**src/sec_material_pkg.sv**
```systemverilog
/*
 * Constants for the frame security material loader: register indexes, frame
 * control field positions, frame types, nonce layout, cipher operations and states.
 * Assumes a 32-bit Avalon-MM slave where each register is one aligned word.
 */
// Notes on behaviour
// - Receive decrypt or authentication ending in error raises the tag-failure flag.
// - Stored receive length counts every baseband octet including tag, never status octets.
// - Status octets sit after the tag; software reads them at length plus one.
// - Receive decrypts the tag first, since it uses the initial counter.
// - Transmit size error when length with tag and CRC is zero or too big.
// - Frame-format error flag when the buffered frame cannot be parsed.
// - MAC security applies exactly when the frame's security-enable bit is one.
// - Network-layer security is processed before MAC-layer security.
// - Two-bit frame version picks 2003 or 2006 style material retrieval.
// - Beacons get no automatic material retrieval; key lookup stays with software.
// - 2006 nonce: 8-octet source, 4-octet counter, five zeros plus level.
// - Short source addresses spoil the nonce; beacons spoil the payload index.
// - MAC security header index is the first MAC header octet.
// - Payload index: first payload octet, second for commands, software for beacons.
// - MAC indexes are buffer offsets, 0 length, 1 first control octet.
// - Network indexes count from MAC payload; device loads them for proprietary frames.
// - Autofill disable in transmit stops writes of all three index fields.
// - Seven-bit end index marks last secured payload octet; tag follows it.
// - Transmit nonce source address comes from own extended address registers.
// - 2003 nonce: 8-octet source, 4-octet counter, 1-octet key sequence counter.
// - Receive processing runs only on the decrypt trigger, cleared on completion.
package sec_material_pkg;
  // ********************************************************************
  // Register indexes; the byte address is four times the index.
  // ********************************************************************
  localparam logic [6:0] idx_mac_cfg = 7'h10;
  localparam logic [6:0] idx_suite_cfg = 7'h11;
  localparam logic [6:0] idx_header = 7'h2b;
  localparam logic [6:0] idx_payload = 7'h2c;
  localparam logic [6:0] idx_end = 7'h2d;
  localparam logic [6:0] idx_nonce_first = 7'h50;
  localparam logic [6:0] idx_nonce_last = 7'h5c;
  localparam logic [6:0] idx_control = 7'h60;
  localparam logic [6:0] idx_status = 7'h61;
  localparam logic [6:0] idx_rx_length = 7'h62;
  localparam logic [6:0] idx_ext_first = 7'h68;
  localparam logic [6:0] idx_ext_last = 7'h6f;
  // Field positions.
  localparam int fmt_bit = 1;
  localparam int ctl_disable_tx_material_autofill_bit = 0;
  localparam int ctl_tx_send_trigger_bit = 1;
  localparam int ctl_rx_decrypt_trigger_bit = 2;
  localparam int st_tag_fail_bit = 0;
  localparam int st_dec_done_bit = 1;
  localparam int st_size_err_bit = 2;
  localparam int st_fmt_err_bit = 3;
  localparam int st_tx_done_bit = 4;
  localparam int fc_sec_en_bit = 3;
  localparam int fc_ver_lsb = 12;
  localparam int fc_sam_lsb = 14;
  // Frame control encodings.
  localparam logic [2:0] type_beacon = 3'h0;
  localparam logic [2:0] type_data = 3'h1;
  localparam logic [2:0] type_command = 3'h3;
  localparam logic [2:0] type_stream = 3'h5;
  localparam logic [1:0] ver_2003 = 2'h0;
  localparam logic [1:0] sam_extended = 2'h3;
  // Buffer layout and nonce.
  localparam logic [6:0] mhr_first_offset = 7'h01;
  localparam int nonce_octets = 13;
  localparam logic [7:0] reset_byte = 8'h00;
  // Cipher operations.
  localparam logic [1:0] op_tx = 2'h0;
  localparam logic [1:0] op_tag = 2'h1;
  localparam logic [1:0] op_msg = 2'h2;
  typedef enum logic [2:0] {
    st_idle = 3'b000,
    st_load = 3'b001,
    st_tag = 3'b010,
    st_msg = 3'b011,
    st_txc = 3'b100,
    st_send = 3'b101
  } seq_e;
endpackage

```
**src/frame_security_material_loader.sv**
```systemverilog
/*
 * Security material loader: derives header, payload and end indexes and the
 * CCM nonce, sequences the external cipher and raises size, format and tag
 * flags. Assumes an outside parser presents decoded frame fields as stable
 * synchronous levels while a trigger is pending, and an outside AES engine.
 */
// The Avalon-MM interface to the registers is this design's own decision.
`timescale 1ns/10ps
module frame_security_material_loader #(
  parameter int max_frame_octets = 127,
  parameter int crc_octets = 2
) (
  // Clock and reset
  input wire logic clock,
  input wire logic rst_n,
  // Avalon-MM slave
  input wire logic [8:0] address,
  input wire logic read,
  input wire logic write,
  input wire logic [31:0] writedata,
  output logic [31:0] readdata,
  output logic waitrequest,
  // Parsed frame fields
  input wire logic [15:0] frame_control,
  input wire logic [2:0] security_level_field,
  input wire logic [31:0] frame_counter,
  input wire logic [7:0] key_sequence_counter,
  input wire logic [63:0] frame_source_address,
  input wire logic [6:0] mac_payload_offset,
  input wire logic [6:0] nwk_header_offset,
  input wire logic [6:0] nwk_payload_offset,
  input wire logic [6:0] tx_frame_length,
  input wire logic frame_parse_error,
  // Baseband receive report
  input wire logic rx_frame_end,
  input wire logic [6:0] rx_octet_count,
  // Cipher engine
  output logic cipher_start,
  output logic [1:0] cipher_op,
  input wire logic cipher_done,
  input wire logic cipher_fail,
  // Transmitter
  output logic tx_send_start,
  input wire logic tx_sent,
  // Status octet location
  output logic [7:0] rx_status_address
);

  // ********************************************************************
  // Parameter checks.
  // ********************************************************************
  if (max_frame_octets < 1 || max_frame_octets > 127) begin : g_bad_max
    $error("max_frame_octets must lie in 1 to 127");
  end
  if (crc_octets < 0 || crc_octets > 4) begin : g_bad_crc
    $error("crc_octets must lie in 0 to 4");
  end

  localparam logic [7:0] max_len = 8'(max_frame_octets);
  localparam logic [7:0] crc_len = 8'(crc_octets);

  // ********************************************************************
  // State.
  // ********************************************************************
  sec_material_pkg::seq_e seq_r;
  logic [7:0] mac_cfg_r;
  logic [3:0] suite_r;
  logic [6:0] header_index_r;
  logic [6:0] payload_index_r;
  logic [6:0] end_index_r;
  logic [7:0] nonce_r [sec_material_pkg::nonce_octets];
  logic [7:0] ext_addr_r [8];
  logic disable_tx_material_autofill_r;
  logic tx_send_trigger_r;
  logic rx_decrypt_trigger_r;
  logic rx_tag_fail_flag_r;
  logic rx_decrypt_done_flag_r;
  logic tx_size_error_flag_r;
  logic frame_format_error_flag_r;
  logic tx_done_flag_r;
  logic [6:0] rx_length_r;
  logic ack_r;
  logic cipher_start_r;
  logic [1:0] cipher_op_r;
  logic tx_send_start_r;
  logic dir_rx_r;

  // ********************************************************************
  // Frame decode.
  // ********************************************************************
  logic [2:0] frame_type;
  logic sec_en;
  logic ver_2003;
  logic beacon;
  logic proprietary;
  logic [7:0] mic_len;
  logic [7:0] tx_total;
  logic size_bad;
  logic autofill;
  logic [6:0] frame_len;

  assign frame_type = frame_control[2:0];
  assign sec_en = frame_control[sec_material_pkg::fc_sec_en_bit];
  assign ver_2003 = frame_control[sec_material_pkg::fc_ver_lsb +: 2] == sec_material_pkg::ver_2003;
  assign beacon = frame_type == sec_material_pkg::type_beacon;
  assign proprietary = mac_cfg_r[sec_material_pkg::fmt_bit];

  // Tag size: 2006 frames carry the level, 2003 frames use the global suite.
  always_comb begin
    mic_len = 8'h00;
    if (sec_en && !ver_2003) begin
      case (security_level_field[1:0])
        2'h1: mic_len = 8'h04;
        2'h2: mic_len = 8'h08;
        2'h3: mic_len = 8'h10;
        default: mic_len = 8'h00;
      endcase
    end else if (sec_en) begin
      case (suite_r)
        4'h5, 4'hf: mic_len = 8'h04;
        4'h6, 4'he: mic_len = 8'h08;
        4'h7, 4'hd: mic_len = 8'h10;
        default: mic_len = 8'h00;
      endcase
    end
  end

  assign frame_len = dir_rx_r ? rx_length_r : tx_frame_length;
  assign tx_total = {1'b0, tx_frame_length} + mic_len;
  assign size_bad = (tx_total == 8'h00) || (tx_total > max_len);
  // Transmit with the disable bit set leaves every piece of material to software.
  assign autofill = !(disable_tx_material_autofill_r && !dir_rx_r);

  // ********************************************************************
  // Avalon-MM slave: one wait cycle, then registered read data.
  // ********************************************************************
  logic req;
  logic [6:0] idx;
  logic wr_en;
  assign req = read || write;
  assign idx = address[8:2];
  assign waitrequest = req && !ack_r;
  // A write lands at the edge where waitrequest is seen low, as the master expects.
  assign wr_en = write && ack_r;

  always_ff @(posedge clock or negedge rst_n) begin
    if (!rst_n) begin
      ack_r <= 1'b0;
    end else begin
      ack_r <= req && !ack_r;
    end
  end

  logic [7:0] rd_byte;
  always_comb begin
    rd_byte = 8'h00;
    if (idx >= sec_material_pkg::idx_nonce_first && idx <= sec_material_pkg::idx_nonce_last) begin
      rd_byte = nonce_r[4'(idx - sec_material_pkg::idx_nonce_first)];
    end else if (idx >= sec_material_pkg::idx_ext_first && idx <= sec_material_pkg::idx_ext_last) begin
      rd_byte = ext_addr_r[3'(idx - sec_material_pkg::idx_ext_first)];
    end else begin
      case (idx)
        sec_material_pkg::idx_mac_cfg: rd_byte = mac_cfg_r;
        sec_material_pkg::idx_suite_cfg: rd_byte = {4'h0, suite_r};
        // Bit seven of each index is reserved and reads as zero.
        sec_material_pkg::idx_header: rd_byte = {1'b0, header_index_r};
        sec_material_pkg::idx_payload: rd_byte = {1'b0, payload_index_r};
        sec_material_pkg::idx_end: rd_byte = {1'b0, end_index_r};
        sec_material_pkg::idx_control: rd_byte = {5'h00, rx_decrypt_trigger_r, tx_send_trigger_r, disable_tx_material_autofill_r};
        sec_material_pkg::idx_status: rd_byte = {3'h0, tx_done_flag_r, frame_format_error_flag_r,
                                                 tx_size_error_flag_r, rx_decrypt_done_flag_r, rx_tag_fail_flag_r};
        sec_material_pkg::idx_rx_length: rd_byte = {1'b0, rx_length_r};
        default: rd_byte = 8'h00;
      endcase
    end
  end

  always_ff @(posedge clock or negedge rst_n) begin
    if (!rst_n) begin
      readdata <= 32'h0000_0000;
    end else if (read && !ack_r) begin
      readdata <= {24'h00_0000, rd_byte};
    end
  end

  // ********************************************************************
  // Configuration registers.
  // ********************************************************************
  always_ff @(posedge clock or negedge rst_n) begin
    if (!rst_n) begin
      mac_cfg_r <= sec_material_pkg::reset_byte;
      suite_r <= 4'h0;
      disable_tx_material_autofill_r <= 1'b0;
    end else if (wr_en) begin
      if (idx == sec_material_pkg::idx_mac_cfg) begin
        mac_cfg_r <= writedata[7:0];
      end
      if (idx == sec_material_pkg::idx_suite_cfg) begin
        suite_r <= writedata[3:0];
      end
      if (idx == sec_material_pkg::idx_control) begin
        disable_tx_material_autofill_r <= writedata[sec_material_pkg::ctl_disable_tx_material_autofill_bit];
      end
    end
  end

  for (genvar i = 0; i < 8; i++) begin : g_ext
    always_ff @(posedge clock or negedge rst_n) begin
      if (!rst_n) begin
        ext_addr_r[i] <= sec_material_pkg::reset_byte;
      end else if (wr_en && idx == sec_material_pkg::idx_ext_first + 7'(i)) begin
        ext_addr_r[i] <= writedata[7:0];
      end
    end
  end

  // ********************************************************************
  // Sequencer.
  // ********************************************************************
  logic loading;
  logic seq_end;
  assign loading = seq_r == sec_material_pkg::st_load;
  assign seq_end = (seq_r == sec_material_pkg::st_msg && cipher_done)
                   || (seq_r == sec_material_pkg::st_send && tx_sent);

  always_ff @(posedge clock or negedge rst_n) begin
    if (!rst_n) begin
      seq_r <= sec_material_pkg::st_idle;
      dir_rx_r <= 1'b0;
      cipher_start_r <= 1'b0;
      cipher_op_r <= sec_material_pkg::op_tx;
      tx_send_start_r <= 1'b0;
    end else begin
      cipher_start_r <= 1'b0;
      tx_send_start_r <= 1'b0;
      case (seq_r)
        sec_material_pkg::st_idle: begin
          // A pending receive trigger is served before a transmit one.
          if (rx_decrypt_trigger_r) begin
            dir_rx_r <= 1'b1;
            seq_r <= sec_material_pkg::st_load;
          end else if (tx_send_trigger_r) begin
            dir_rx_r <= 1'b0;
            seq_r <= sec_material_pkg::st_load;
          end
        end
        sec_material_pkg::st_load: begin
          // Material lands this cycle; the cipher is started only afterwards.
          if (frame_parse_error || (!dir_rx_r && size_bad)) begin
            seq_r <= sec_material_pkg::st_idle;
          end else if (dir_rx_r) begin
            cipher_start_r <= 1'b1;
            cipher_op_r <= sec_material_pkg::op_tag;
            seq_r <= sec_material_pkg::st_tag;
          end else if (sec_en) begin
            cipher_start_r <= 1'b1;
            cipher_op_r <= sec_material_pkg::op_tx;
            seq_r <= sec_material_pkg::st_txc;
          end else begin
            tx_send_start_r <= 1'b1;
            seq_r <= sec_material_pkg::st_send;
          end
        end
        sec_material_pkg::st_tag: begin
          if (cipher_done && cipher_fail) begin
            seq_r <= sec_material_pkg::st_idle;
          end else if (cipher_done) begin
            cipher_start_r <= 1'b1;
            cipher_op_r <= sec_material_pkg::op_msg;
            seq_r <= sec_material_pkg::st_msg;
          end
        end
        sec_material_pkg::st_msg: begin
          if (cipher_done) begin
            seq_r <= sec_material_pkg::st_idle;
          end
        end
        sec_material_pkg::st_txc: begin
          if (cipher_done) begin
            tx_send_start_r <= 1'b1;
            seq_r <= sec_material_pkg::st_send;
          end
        end
        sec_material_pkg::st_send: begin
          if (tx_sent) begin
            seq_r <= sec_material_pkg::st_idle;
          end
        end
        default: seq_r <= sec_material_pkg::st_idle;
      endcase
    end
  end

  assign cipher_start = cipher_start_r;
  assign cipher_op = cipher_op_r;
  assign tx_send_start = tx_send_start_r;

  // ********************************************************************
  // Triggers: software sets, hardware clears when the pass ends.
  // ********************************************************************
  logic rx_finish;
  logic tx_finish;
  assign rx_finish = dir_rx_r && (seq_end || (loading && frame_parse_error)
                     || (seq_r == sec_material_pkg::st_tag && cipher_done && cipher_fail));
  assign tx_finish = !dir_rx_r && (seq_end || (loading && (frame_parse_error || size_bad)));

  always_ff @(posedge clock or negedge rst_n) begin
    if (!rst_n) begin
      rx_decrypt_trigger_r <= 1'b0;
      tx_send_trigger_r <= 1'b0;
    end else begin
      // One layer per trigger: network-layer material goes while fmt_bit of
      // mac_cfg_r is set, MAC-layer material while software keeps it clear.
      if (wr_en && idx == sec_material_pkg::idx_control && writedata[sec_material_pkg::ctl_rx_decrypt_trigger_bit]) begin
        rx_decrypt_trigger_r <= 1'b1;
      end else if (rx_finish) begin
        rx_decrypt_trigger_r <= 1'b0;
      end
      if (wr_en && idx == sec_material_pkg::idx_control && writedata[sec_material_pkg::ctl_tx_send_trigger_bit]) begin
        tx_send_trigger_r <= 1'b1;
      end else if (tx_finish) begin
        tx_send_trigger_r <= 1'b0;
      end
    end
  end

  // ********************************************************************
  // Event flags: write one to clear, a simultaneous set wins.
  // ********************************************************************
  logic clr_st;
  logic tag_fail_ev;
  logic dec_done_ev;
  assign clr_st = wr_en && idx == sec_material_pkg::idx_status;
  assign tag_fail_ev = dir_rx_r && cipher_done && cipher_fail
                       && (seq_r == sec_material_pkg::st_tag || seq_r == sec_material_pkg::st_msg);
  assign dec_done_ev = dir_rx_r && seq_r == sec_material_pkg::st_msg && cipher_done && !cipher_fail;

  always_ff @(posedge clock or negedge rst_n) begin
    if (!rst_n) begin
      rx_tag_fail_flag_r <= 1'b0;
      rx_decrypt_done_flag_r <= 1'b0;
      tx_size_error_flag_r <= 1'b0;
      frame_format_error_flag_r <= 1'b0;
      tx_done_flag_r <= 1'b0;
    end else begin
      rx_tag_fail_flag_r <= tag_fail_ev
        || (rx_tag_fail_flag_r && !(clr_st && writedata[sec_material_pkg::st_tag_fail_bit]));
      rx_decrypt_done_flag_r <= dec_done_ev
        || (rx_decrypt_done_flag_r && !(clr_st && writedata[sec_material_pkg::st_dec_done_bit]));
      tx_size_error_flag_r <= (loading && !dir_rx_r && size_bad)
        || (tx_size_error_flag_r && !(clr_st && writedata[sec_material_pkg::st_size_err_bit]));
      frame_format_error_flag_r <= (loading && frame_parse_error)
        || (frame_format_error_flag_r && !(clr_st && writedata[sec_material_pkg::st_fmt_err_bit]));
      tx_done_flag_r <= (!dir_rx_r && seq_r == sec_material_pkg::st_send && tx_sent)
        || (tx_done_flag_r && !(clr_st && writedata[sec_material_pkg::st_tx_done_bit]));
    end
  end

  // ********************************************************************
  // Receive length and status octet location.
  // ********************************************************************
  always_ff @(posedge clock or negedge rst_n) begin
    if (!rst_n) begin
      rx_length_r <= 7'h00;
    end else if (rx_frame_end) begin
      rx_length_r <= rx_octet_count;
    end
  end

  always_ff @(posedge clock or negedge rst_n) begin
    if (!rst_n) begin
      rx_status_address <= 8'h00;
    end else begin
      rx_status_address <= {1'b0, rx_length_r} + 8'h01;
    end
  end

  // ********************************************************************
  // Index autofill.
  // ********************************************************************
  logic idx_fill;
  logic [7:0] end_calc;
  assign idx_fill = loading && autofill && sec_en && !beacon;
  // Last secured octet: before the CRC, and on receive also before the tag.
  assign end_calc = {1'b0, frame_len} - crc_len - (dir_rx_r ? mic_len : 8'h00);

  always_ff @(posedge clock or negedge rst_n) begin
    if (!rst_n) begin
      header_index_r <= 7'h00;
      payload_index_r <= 7'h00;
      end_index_r <= 7'h00;
    end else if (idx_fill) begin
      if (proprietary) begin
        header_index_r <= nwk_header_offset;
        payload_index_r <= nwk_payload_offset;
      end else begin
        header_index_r <= sec_material_pkg::mhr_first_offset;
        if (frame_type == sec_material_pkg::type_command) begin
          payload_index_r <= mac_payload_offset + 7'h01;
        end else if (frame_type == sec_material_pkg::type_data || frame_type == sec_material_pkg::type_stream) begin
          payload_index_r <= mac_payload_offset;
        end
      end
      end_index_r <= end_calc[6:0];
    end else if (wr_en) begin
      if (idx == sec_material_pkg::idx_header) begin
        header_index_r <= writedata[6:0];
      end
      if (idx == sec_material_pkg::idx_payload) begin
        payload_index_r <= writedata[6:0];
      end
      if (idx == sec_material_pkg::idx_end) begin
        end_index_r <= writedata[6:0];
      end
    end
  end

  // ********************************************************************
  // Nonce autofill.
  // ********************************************************************
  logic nonce_fill;
  logic [63:0] src_addr;
  // On receive a short source address cannot be expanded, so the nonce is
  // left for the host to write before it sets the decrypt trigger.
  assign nonce_fill = idx_fill && !proprietary
                      && (!dir_rx_r || frame_control[sec_material_pkg::fc_sam_lsb +: 2] == sec_material_pkg::sam_extended);
  assign src_addr = dir_rx_r ? frame_source_address
                    : {ext_addr_r[7], ext_addr_r[6], ext_addr_r[5], ext_addr_r[4],
                       ext_addr_r[3], ext_addr_r[2], ext_addr_r[1], ext_addr_r[0]};

  for (genvar i = 0; i < sec_material_pkg::nonce_octets; i++) begin : g_nonce
    logic [7:0] fill_byte;
    always_comb begin
      fill_byte = 8'h00;
      if (ver_2003) begin
        if (i < 8) begin
          fill_byte = src_addr[8 * (i % 8) +: 8];
        end else if (i < 12) begin
          fill_byte = frame_counter[8 * (i % 4) +: 8];
        end else begin
          fill_byte = key_sequence_counter;
        end
      end else begin
        if (i < 8) begin
          fill_byte = src_addr[8 * (7 - (i % 8)) +: 8];
        end else if (i < 12) begin
          fill_byte = frame_counter[8 * (3 - (i % 4)) +: 8];
        end else begin
          fill_byte = {5'b00000, security_level_field};
        end
      end
    end
    always_ff @(posedge clock or negedge rst_n) begin
      if (!rst_n) begin
        nonce_r[i] <= sec_material_pkg::reset_byte;
      end else if (nonce_fill) begin
        nonce_r[i] <= fill_byte;
      end else if (wr_en && idx == sec_material_pkg::idx_nonce_first + 7'(i)) begin
        nonce_r[i] <= writedata[7:0];
      end
    end
  end

endmodule // frame_security_material_loader

```
**config.mk**
```make
export PLATFORM = sky130hd
export DESIGN_NAME = frame_security_material_loader
export DESIGN_NICKNAME = d
export VERILOG_FILES = /design/src/sec_material_pkg.sv /design/src/frame_security_material_loader.sv
export SDC_FILE = /design/constraint.sdc
export NUM_CORES = 1
export LEC_CHECK = 0
export BUFFER_PORTS_ARGS = -buffer_cell sky130_fd_sc_hd__buf_2
export CAP_MARGIN = 10
export CORE_ASPECT_RATIO = 1.1
export CORE_MARGIN = 4
export CORE_UTILIZATION = 35
export DETAILED_ROUTE_END_ITERATION = 16
export PLACE_DENSITY = 0.59
export SLEW_MARGIN = 10
export SYNTH_ARGS = -nofsm -noshare
export SYNTH_HDL_FRONTEND = slang
export SYNTH_SLANG_ARGS = --single-unit
```
**constraint.sdc**
```tcl
create_clock -name clock -period 2.55 [get_ports clock]
set_input_delay 0.255 -clock clock [delete_from_list [all_inputs] [get_ports clock]]
set_output_delay 0.255 -clock clock [all_outputs]
set_load 0.02 [all_outputs]
```
# Word-level counts from Yosys, hierarchy flattened
# Cells that the tools add are included.
# W data, S select, Z words.
dict set report op_classes {
  add_sub_neg 7
  n_lt_le_gt_ge 7
  eq_ne 57
  muxes 101
  bitwise 2
  n_reduce_logical 132
}
# operator n
set op_table {}
lappend op_table {{$mux W8} 47}
lappend op_table {{$eq A7 B7 Y1 const B} 24}
lappend op_table {{$mux W7} 15}
lappend op_table {{$logic_and A1 B1 Y1} 67}
lappend op_table {{$mux W64} 1}
lappend op_table {{$pmux W8 S8} 1}
lappend op_table {{$reduce_bool A2 Y1} 21}
lappend op_table {{$bmux W8 S4} 1}
lappend op_table {{$pmux W5 S3} 2}
lappend op_table {{$mux W3} 9}
lappend op_table {{$bmux W8 S3} 1}
lappend op_table {{$eq A7 B6 Y1 const B} 3}
lappend op_table {{$pmux W3 S6} 1}
lappend op_table {{$logic_or A1 B1 Y1} 16}
lappend op_table {{$mux W1} 15}
lappend op_table {{$eq A7 B5 Y1 const B} 2}
lappend op_table {{$ge A7 B7 Y1 const B} 2}
lappend op_table {{$le A7 B7 Y1 const B} 2}
lappend op_table {{$eq A4 B3 Y1 const B} 3}
lappend op_table {{$eq A4 B4 Y1 const B} 3}
lappend op_table {{$logic_not A1 Y1} 12}
lappend op_table {{$ne A2 B2 Y1 const B} 6}
lappend op_table {{$reduce_and A2 Y1} 6}
lappend op_table {{$mux W2} 5}
lappend op_table {{other kinds (27)} 41}
dict set report totals {
  regBits 241
  input_bits 208
  out_inout_bits 45
}

# Longest topological paths before layout
dict set report logic_depth {
  ltp_word 14
  mapped_depth 15
  depth_no_buf 12
}

# Worst setup path before layout
# OpenSTA, ideal clock, no wires.
dict set report synth_path {
  kind {input to register}
  from {in frame_control[13]}
  to {reg tx_send_trigger_r}
  setup_time_ns 0.120
  arrival_time_ns 3.072
  setup_slack_ns -0.642
  stages 14
  n_path_buf 2
  cell_sequence {nor2_1 > buf_1 > buf_2 > nand3_1 > o22ai_1 > and2_1 > ha_1 > inv_1 > fa_1 > nor4b_1 > nand3_1 > mux2i_1 > o21ai_0 > a31o_2}
}
dict set report synth_between {
  elab_chain_cells 12
}
# item line
set synth_rtl {}
lappend synth_rtl {{from (decl)} frame_security_material_loader.sv:24} ;# input wire logic [15:0] frame_control,
lappend synth_rtl {{$logic_not A2 Y1 *} frame_security_material_loader.sv:104} ;# assign ver_2003 = frame_control[sec_material_pkg::fc_ver_lsb +: 2] == sec_material_pkg::ver_2003;
lappend synth_rtl {{$logic_not A1 Y1 *} frame_security_material_loader.sv:111} ;# if (sec_en && !ver_2003) begin
lappend synth_rtl {{$logic_and A1 B1 Y1 *} frame_security_material_loader.sv:111}
lappend synth_rtl {{$mux W8 *} frame_security_material_loader.sv:111}
lappend synth_rtl {{$add A7 B8 Y8 *} frame_security_material_loader.sv:129} ;# assign tx_total = {1'b0, tx_frame_length} + mic_len;
lappend synth_rtl {{$gt A8 B7 Y1 / $logic_not A8 Y1 (equally long branches)} frame_security_material_loader.sv:130} ;# assign size_bad = (tx_total == 8'h00) || (tx_total > max_len);
lappend synth_rtl {{$logic_or A1 B1 Y1 *} frame_security_material_loader.sv:130}
lappend synth_rtl {{$logic_or A1 B1 Y1 *} frame_security_material_loader.sv:305} ;# assign tx_finish = !dir_rx_r && (seq_end || (loading && (frame_parse_error || size_bad)));
lappend synth_rtl {{$logic_and A1 B1 Y1 *} frame_security_material_loader.sv:305}
lappend synth_rtl {{$logic_or A1 B1 Y1 *} frame_security_material_loader.sv:305}
lappend synth_rtl {{$logic_and A1 B1 Y1 *} frame_security_material_loader.sv:305}
lappend synth_rtl {{$reduce_bool A2 Y1 (no line) *} n/a}
lappend synth_rtl {{to (signal assigned)} frame_security_material_loader.sv:310} ;# tx_send_trigger_r <= 1'b0;
lappend synth_rtl {{to (signal assigned)} frame_security_material_loader.sv:320} ;# tx_send_trigger_r <= 1'b1;
lappend synth_rtl {{to (signal assigned)} frame_security_material_loader.sv:322} ;# tx_send_trigger_r <= 1'b0;
lappend synth_rtl {{to (decl)} frame_security_material_loader.sv:74} ;# logic tx_send_trigger_r;
# Every way passes the cells marked *; elsewhere a longest branch is shown, timed or not.
# A chain may end at the register's enable or synchronous reset.

# Worst setup path in the final report
dict set report layout_path {
  from {reg suite_r[1]}
  to {reg tx_send_trigger_r}
}
dict set report layout_between {
  elab_chain_cells 13
}
# item line
set layout_rtl {}
lappend layout_rtl {{from (decl)} frame_security_material_loader.sv:67} ;# logic [3:0] suite_r;
lappend layout_rtl {{from (signal assigned)} frame_security_material_loader.sv:199} ;# suite_r <= writedata[3:0];
lappend layout_rtl {{$eq A4 B3 Y1 / $eq A4 B4 Y1 (equally long branches)} frame_security_material_loader.sv:119} ;# case (suite_r)
lappend layout_rtl {{$reduce_or A2 Y1} frame_security_material_loader.sv:119}
lappend layout_rtl {{$pmux W5 S3 *} frame_security_material_loader.sv:119}
lappend layout_rtl {{$mux W8 *} frame_security_material_loader.sv:118} ;# end else if (sec_en) begin
lappend layout_rtl {{$mux W8 *} frame_security_material_loader.sv:111}
lappend layout_rtl {{$add A7 B8 Y8 *} frame_security_material_loader.sv:129}
lappend layout_rtl {{$gt A8 B7 Y1 / $logic_not A8 Y1 (equally long branches)} frame_security_material_loader.sv:130}
lappend layout_rtl {{$logic_or A1 B1 Y1 *} frame_security_material_loader.sv:130}
lappend layout_rtl {{$logic_or A1 B1 Y1 *} frame_security_material_loader.sv:305}
lappend layout_rtl {{$logic_and A1 B1 Y1 *} frame_security_material_loader.sv:305}
lappend layout_rtl {{$logic_or A1 B1 Y1 *} frame_security_material_loader.sv:305}
lappend layout_rtl {{$logic_and A1 B1 Y1 *} frame_security_material_loader.sv:305}
lappend layout_rtl {{$reduce_bool A2 Y1 (no line) *} n/a}
# Marked as above.

==> flow_metrics.py <==
metrics = {
    "status": {
        "outcome": "complete, but fails checks",
        "failed_checks": "negative setup slack",
    },
    "timing": {
        "max_freq_mhz": 385,
        "rsz0062_at_grt": "yes",
        "worst_slew_pin_slew_ps": 833,
        "whs_ps": 29.1,
        "final-setup-viol-count": 6,
        "final.min_clock_period_ps": 2600,
        "slew_headroom_pct": 44.5,
        "hold_viol": 0,
        "fin_skew_ps": 15.7,
        "fin_crit_sh_pct": 102,
        "drv_slew": 0,
        "fin_tns_setup_ps": -205,
        "finalWorstSetupSlack_ps": -50.1,
    },
    "grt": {
        "grt_use_total_pct": 21.0,
        "grt_overflow_total": 0,
        "grt_pass1_vias": 12500,
        "grt_start_max_net_pins": 78,
        "grt_pass1_wl_um": 77900,
        "antenna_found_initial": 1,
    },
    "clocking": {
        "path_clk_slew_ps": 60,
        "cts_made_buffers": 29,
        "htreeDepth": 1,
        "cts_tree": "yes",
        "cts_sinks": 241,
        "clockBufferDepth": 3,
        "clockRootBuffer": "clkbuf_16",
        "insertion_delay_ps": 580,
    },
    "detailed_routing": {
        "drc": 0,
        "vias": 12100,
        "antenna_left": 0,
        "drt_iter0_drc": 897,
        "viasPerCell": 5.49,
        "drt_first_pass_iters": 7,
        "wl_um": 51200,
        "wire_per_inst_um": 23.2,
    },
    "logic_synthesis": {
        "synth_flop_cell": "dfrtp_1",
        "synth_area_per_cell_um2": 11.1,
        "yosysWarnings": 0,
        "yosys-top-cells-count": "dfrtp_1, nand2_1, mux2i_1",
        "synth_seq_area_share_pct": 39.2,
        "synth_seq_cells": 241,
        "synth_most_common_cell": "dfrtp_1",
        "synth.area.top_cells": "dfrtp_1, mux4_2, mux2i_1",
        "synth_area_leader_cell": "dfrtp_1",
        "syn_area_um2": 15400,
        "synthArstFlopShare_pct": 100,
        "synth-edff-count": 0,
        "yosys.cell_types.count": 79,
        "synthCells": 1388,
        "synth_top_area_share_pct": 39.2,
    },
    "floorplan": {
        "dieArea_um2": 47400,
        "core_um2": 43400,
        "die_w_um": 208,
        "start_util_pct": 35.4,
        "die_y_um": 228,
        "rows": 80,
        "num_io_pins": 253,
    },
    "critical_path": {
        "worstReg2RegEnd": "tx_send_trigger_r",
        "rr_worst_depth": 11,
        "critPathMaxFanout": 5,
        "reg2reg_setup_slack_ps": -50,
        "start_kind": "flop",
        "crit_type": "reg2reg",
        "critPathRequiredTime_ps": 3000,
        "end_kind": "flop",
        "worstPathArrival_ps": 3050,
        "r2r-start": "suite_r[1]",
    },
    "placement": {
        "place_area_um2": 17200,
        "dp_cells": 2128,
        "gp_congestion": 0.894,
        "io_buffers": 194,
        "hpwl_um": 36500,
    },
    "worst_hold_path": {
        "hold_path_depth": 2,
        "min_from": "rx_frame_end",
        "hold_end": "rx_length_r[0]",
        "min_path_type": "in2reg",
    },
    "cells_and_area": {
        "nets": 1832,
        "n_fill_cell": 4192,
        "multi_input_area_um2": 8700,
        "antenna_cells": 0,
        "area.growth.synth_to_final_pct": 20.1,
        "fin_area_um2": 18500,
        "drive_gt1_share_pct": 35.3,
        "seq_area_um2": 6030,
        "instances_no_fill": 2206,
    },
    "power_and_ir_drop": {
        "power.leakage_uw": 0.00803,
        "ir_drop_mv": 0.535,
        "p_per_area_nw_per_um2": 736,
    },
    "job": {
        "cap_violations": 0,
    },
}
[layout by cell type (no fill, tap or decap), drive strengths merged, types with 6 or more instances in the layout]
cell / count
a21oi: 69
a22o: 8
a22oi: 8
a31oi: 7
and3: 41
buf: 284
clkbuf: 41
clkinv: 7
conb: 24
dfrtp: 241
dlygate4sd3: 24
ha: 12
inv: 15
mux2: 90
mux2i: 148
mux4: 100
nand2: 183
nand2b: 13
nand3: 20
nor2: 62
nor2b: 9
nor3: 17
nor3b: 6
o21ai: 92
o22ai: 9
xnor2: 8
xor2: 9
[power breakdown]
group	switching, µW	internal (µW)	leakage [µW]
Combinational	1980	1950	0.00441
Clock	1690	2420	0.000462
Sequential	716	4850	0.00316
[metal layers]
layer / wire (µm) / track usage (%) / part of all wire, % / vias to the layer above
li1: - / - / - / 5503
met1: 22400 / 29.3 / 44 / 6174
met2: 24800 / 34.7 / 48 / 371
met3: 2780 / 2.84 / 5.4 / 63
met4: 1250 / 5.48 / 2.4 / 2
met5: 19 / 0 / 0.037 / -
[logic make-up after synthesis]
logic type / share of synthesized area (%)
flip-flops: 39.2
adder cells (fa/ha/maj): 1.11
AO/OA/AOI/OAI: 9.27
other: 0.0244
XOR/XNOR: 0.967
AND/OR/NAND/NOR: 13.0
multiplexers: 30.8
buffers and inverters: 5.61
[stage by stage]
step,power (µW),setup WS [ps],util (%)
floorplan,8240,-80.4,-
global placement,9380,-221,39.7
detailed placement,9520,-262,39.7
CTS,13700,-110,42.5
global route,14400,-171,42.6
finish,13600,-50.1,42.6
[registers in the layout, indices dropped and copies added, names as in the netlist]
name / count
rx_length_r: 7
readdata: 8
tx_done_flag_r: 1
seq_r: 3
frame_format_error_flag_r: 1
rx_decrypt_done_flag_r: 1
tx_size_error_flag_r: 1
cipher_op: 2
cipher_start: 1
suite_r: 4
ack_r: 1
tx_send_trigger_r: 1
header_index_r: 7
ext_addr_r: 64
rx_tag_fail_flag_r: 1
rx_status_address: 8
disable_tx_material_autofill_r: 1
dir_rx_r: 1
rx_decrypt_trigger_r: 1
tx_send_start: 1
end_index_r: 7
nonce_r: 104
payload_index_r: 7
mac_cfg_r: 8
[what timing repair did]
| item | CTS | global route |
|---|---|---|
| resized for setup | 2 | 8 |
| endpoints found under the setup margin | 9 | 9 |
| cloned | 0 | 0 |
| endpoints found under the hold margin | 83 | 0 |
| pin swaps | 5 | 6 |
| setup buffers | 2 | 0 |
| hold buffers | 24 | 0 |
[critical path: stages, from the launching register on]
cell,delay (ps)
dfrtp_1,410
xor2_2,190
o22ai_2,180
and2_4,190
ha_4,140
inv_2,30
fa_1,510
nor4b_4,200
nand3_2,120
mux2i_4,230
o21ai_1,90
a31o_2,200
[worst max-delay path by stage]
stage | depth (start not counted) | from | end
final | 11 | suite_r[1] | tx_send_trigger_r
after global routing | 12 | suite_r[1] | cipher_op[0]
after CTS | 11 | suite_r[1] | tx_send_trigger_r
after detailed placement | 13 | frame_control[12] | tx_send_trigger_r
after global placement | 13 | frame_control[12] | tx_send_trigger_r
after floorplan | 15 | frame_control[13] | tx_send_trigger_r
[layout make-up]
| type | instances | share of cell area (%) |
|---|---|---|
| clock buffers | 41 | 4.38 |
| clock inverters | 11 | 0.704 |
| inverters | 14 | 0.284 |
| multi-input cells | 1017 | 47.0 |
| flip-flops and latches | 241 | 32.6 |
| well taps | 574 | 3.88 |
| repair buffers | 308 | 11.1 |
(Power assumes the default switching activity.)
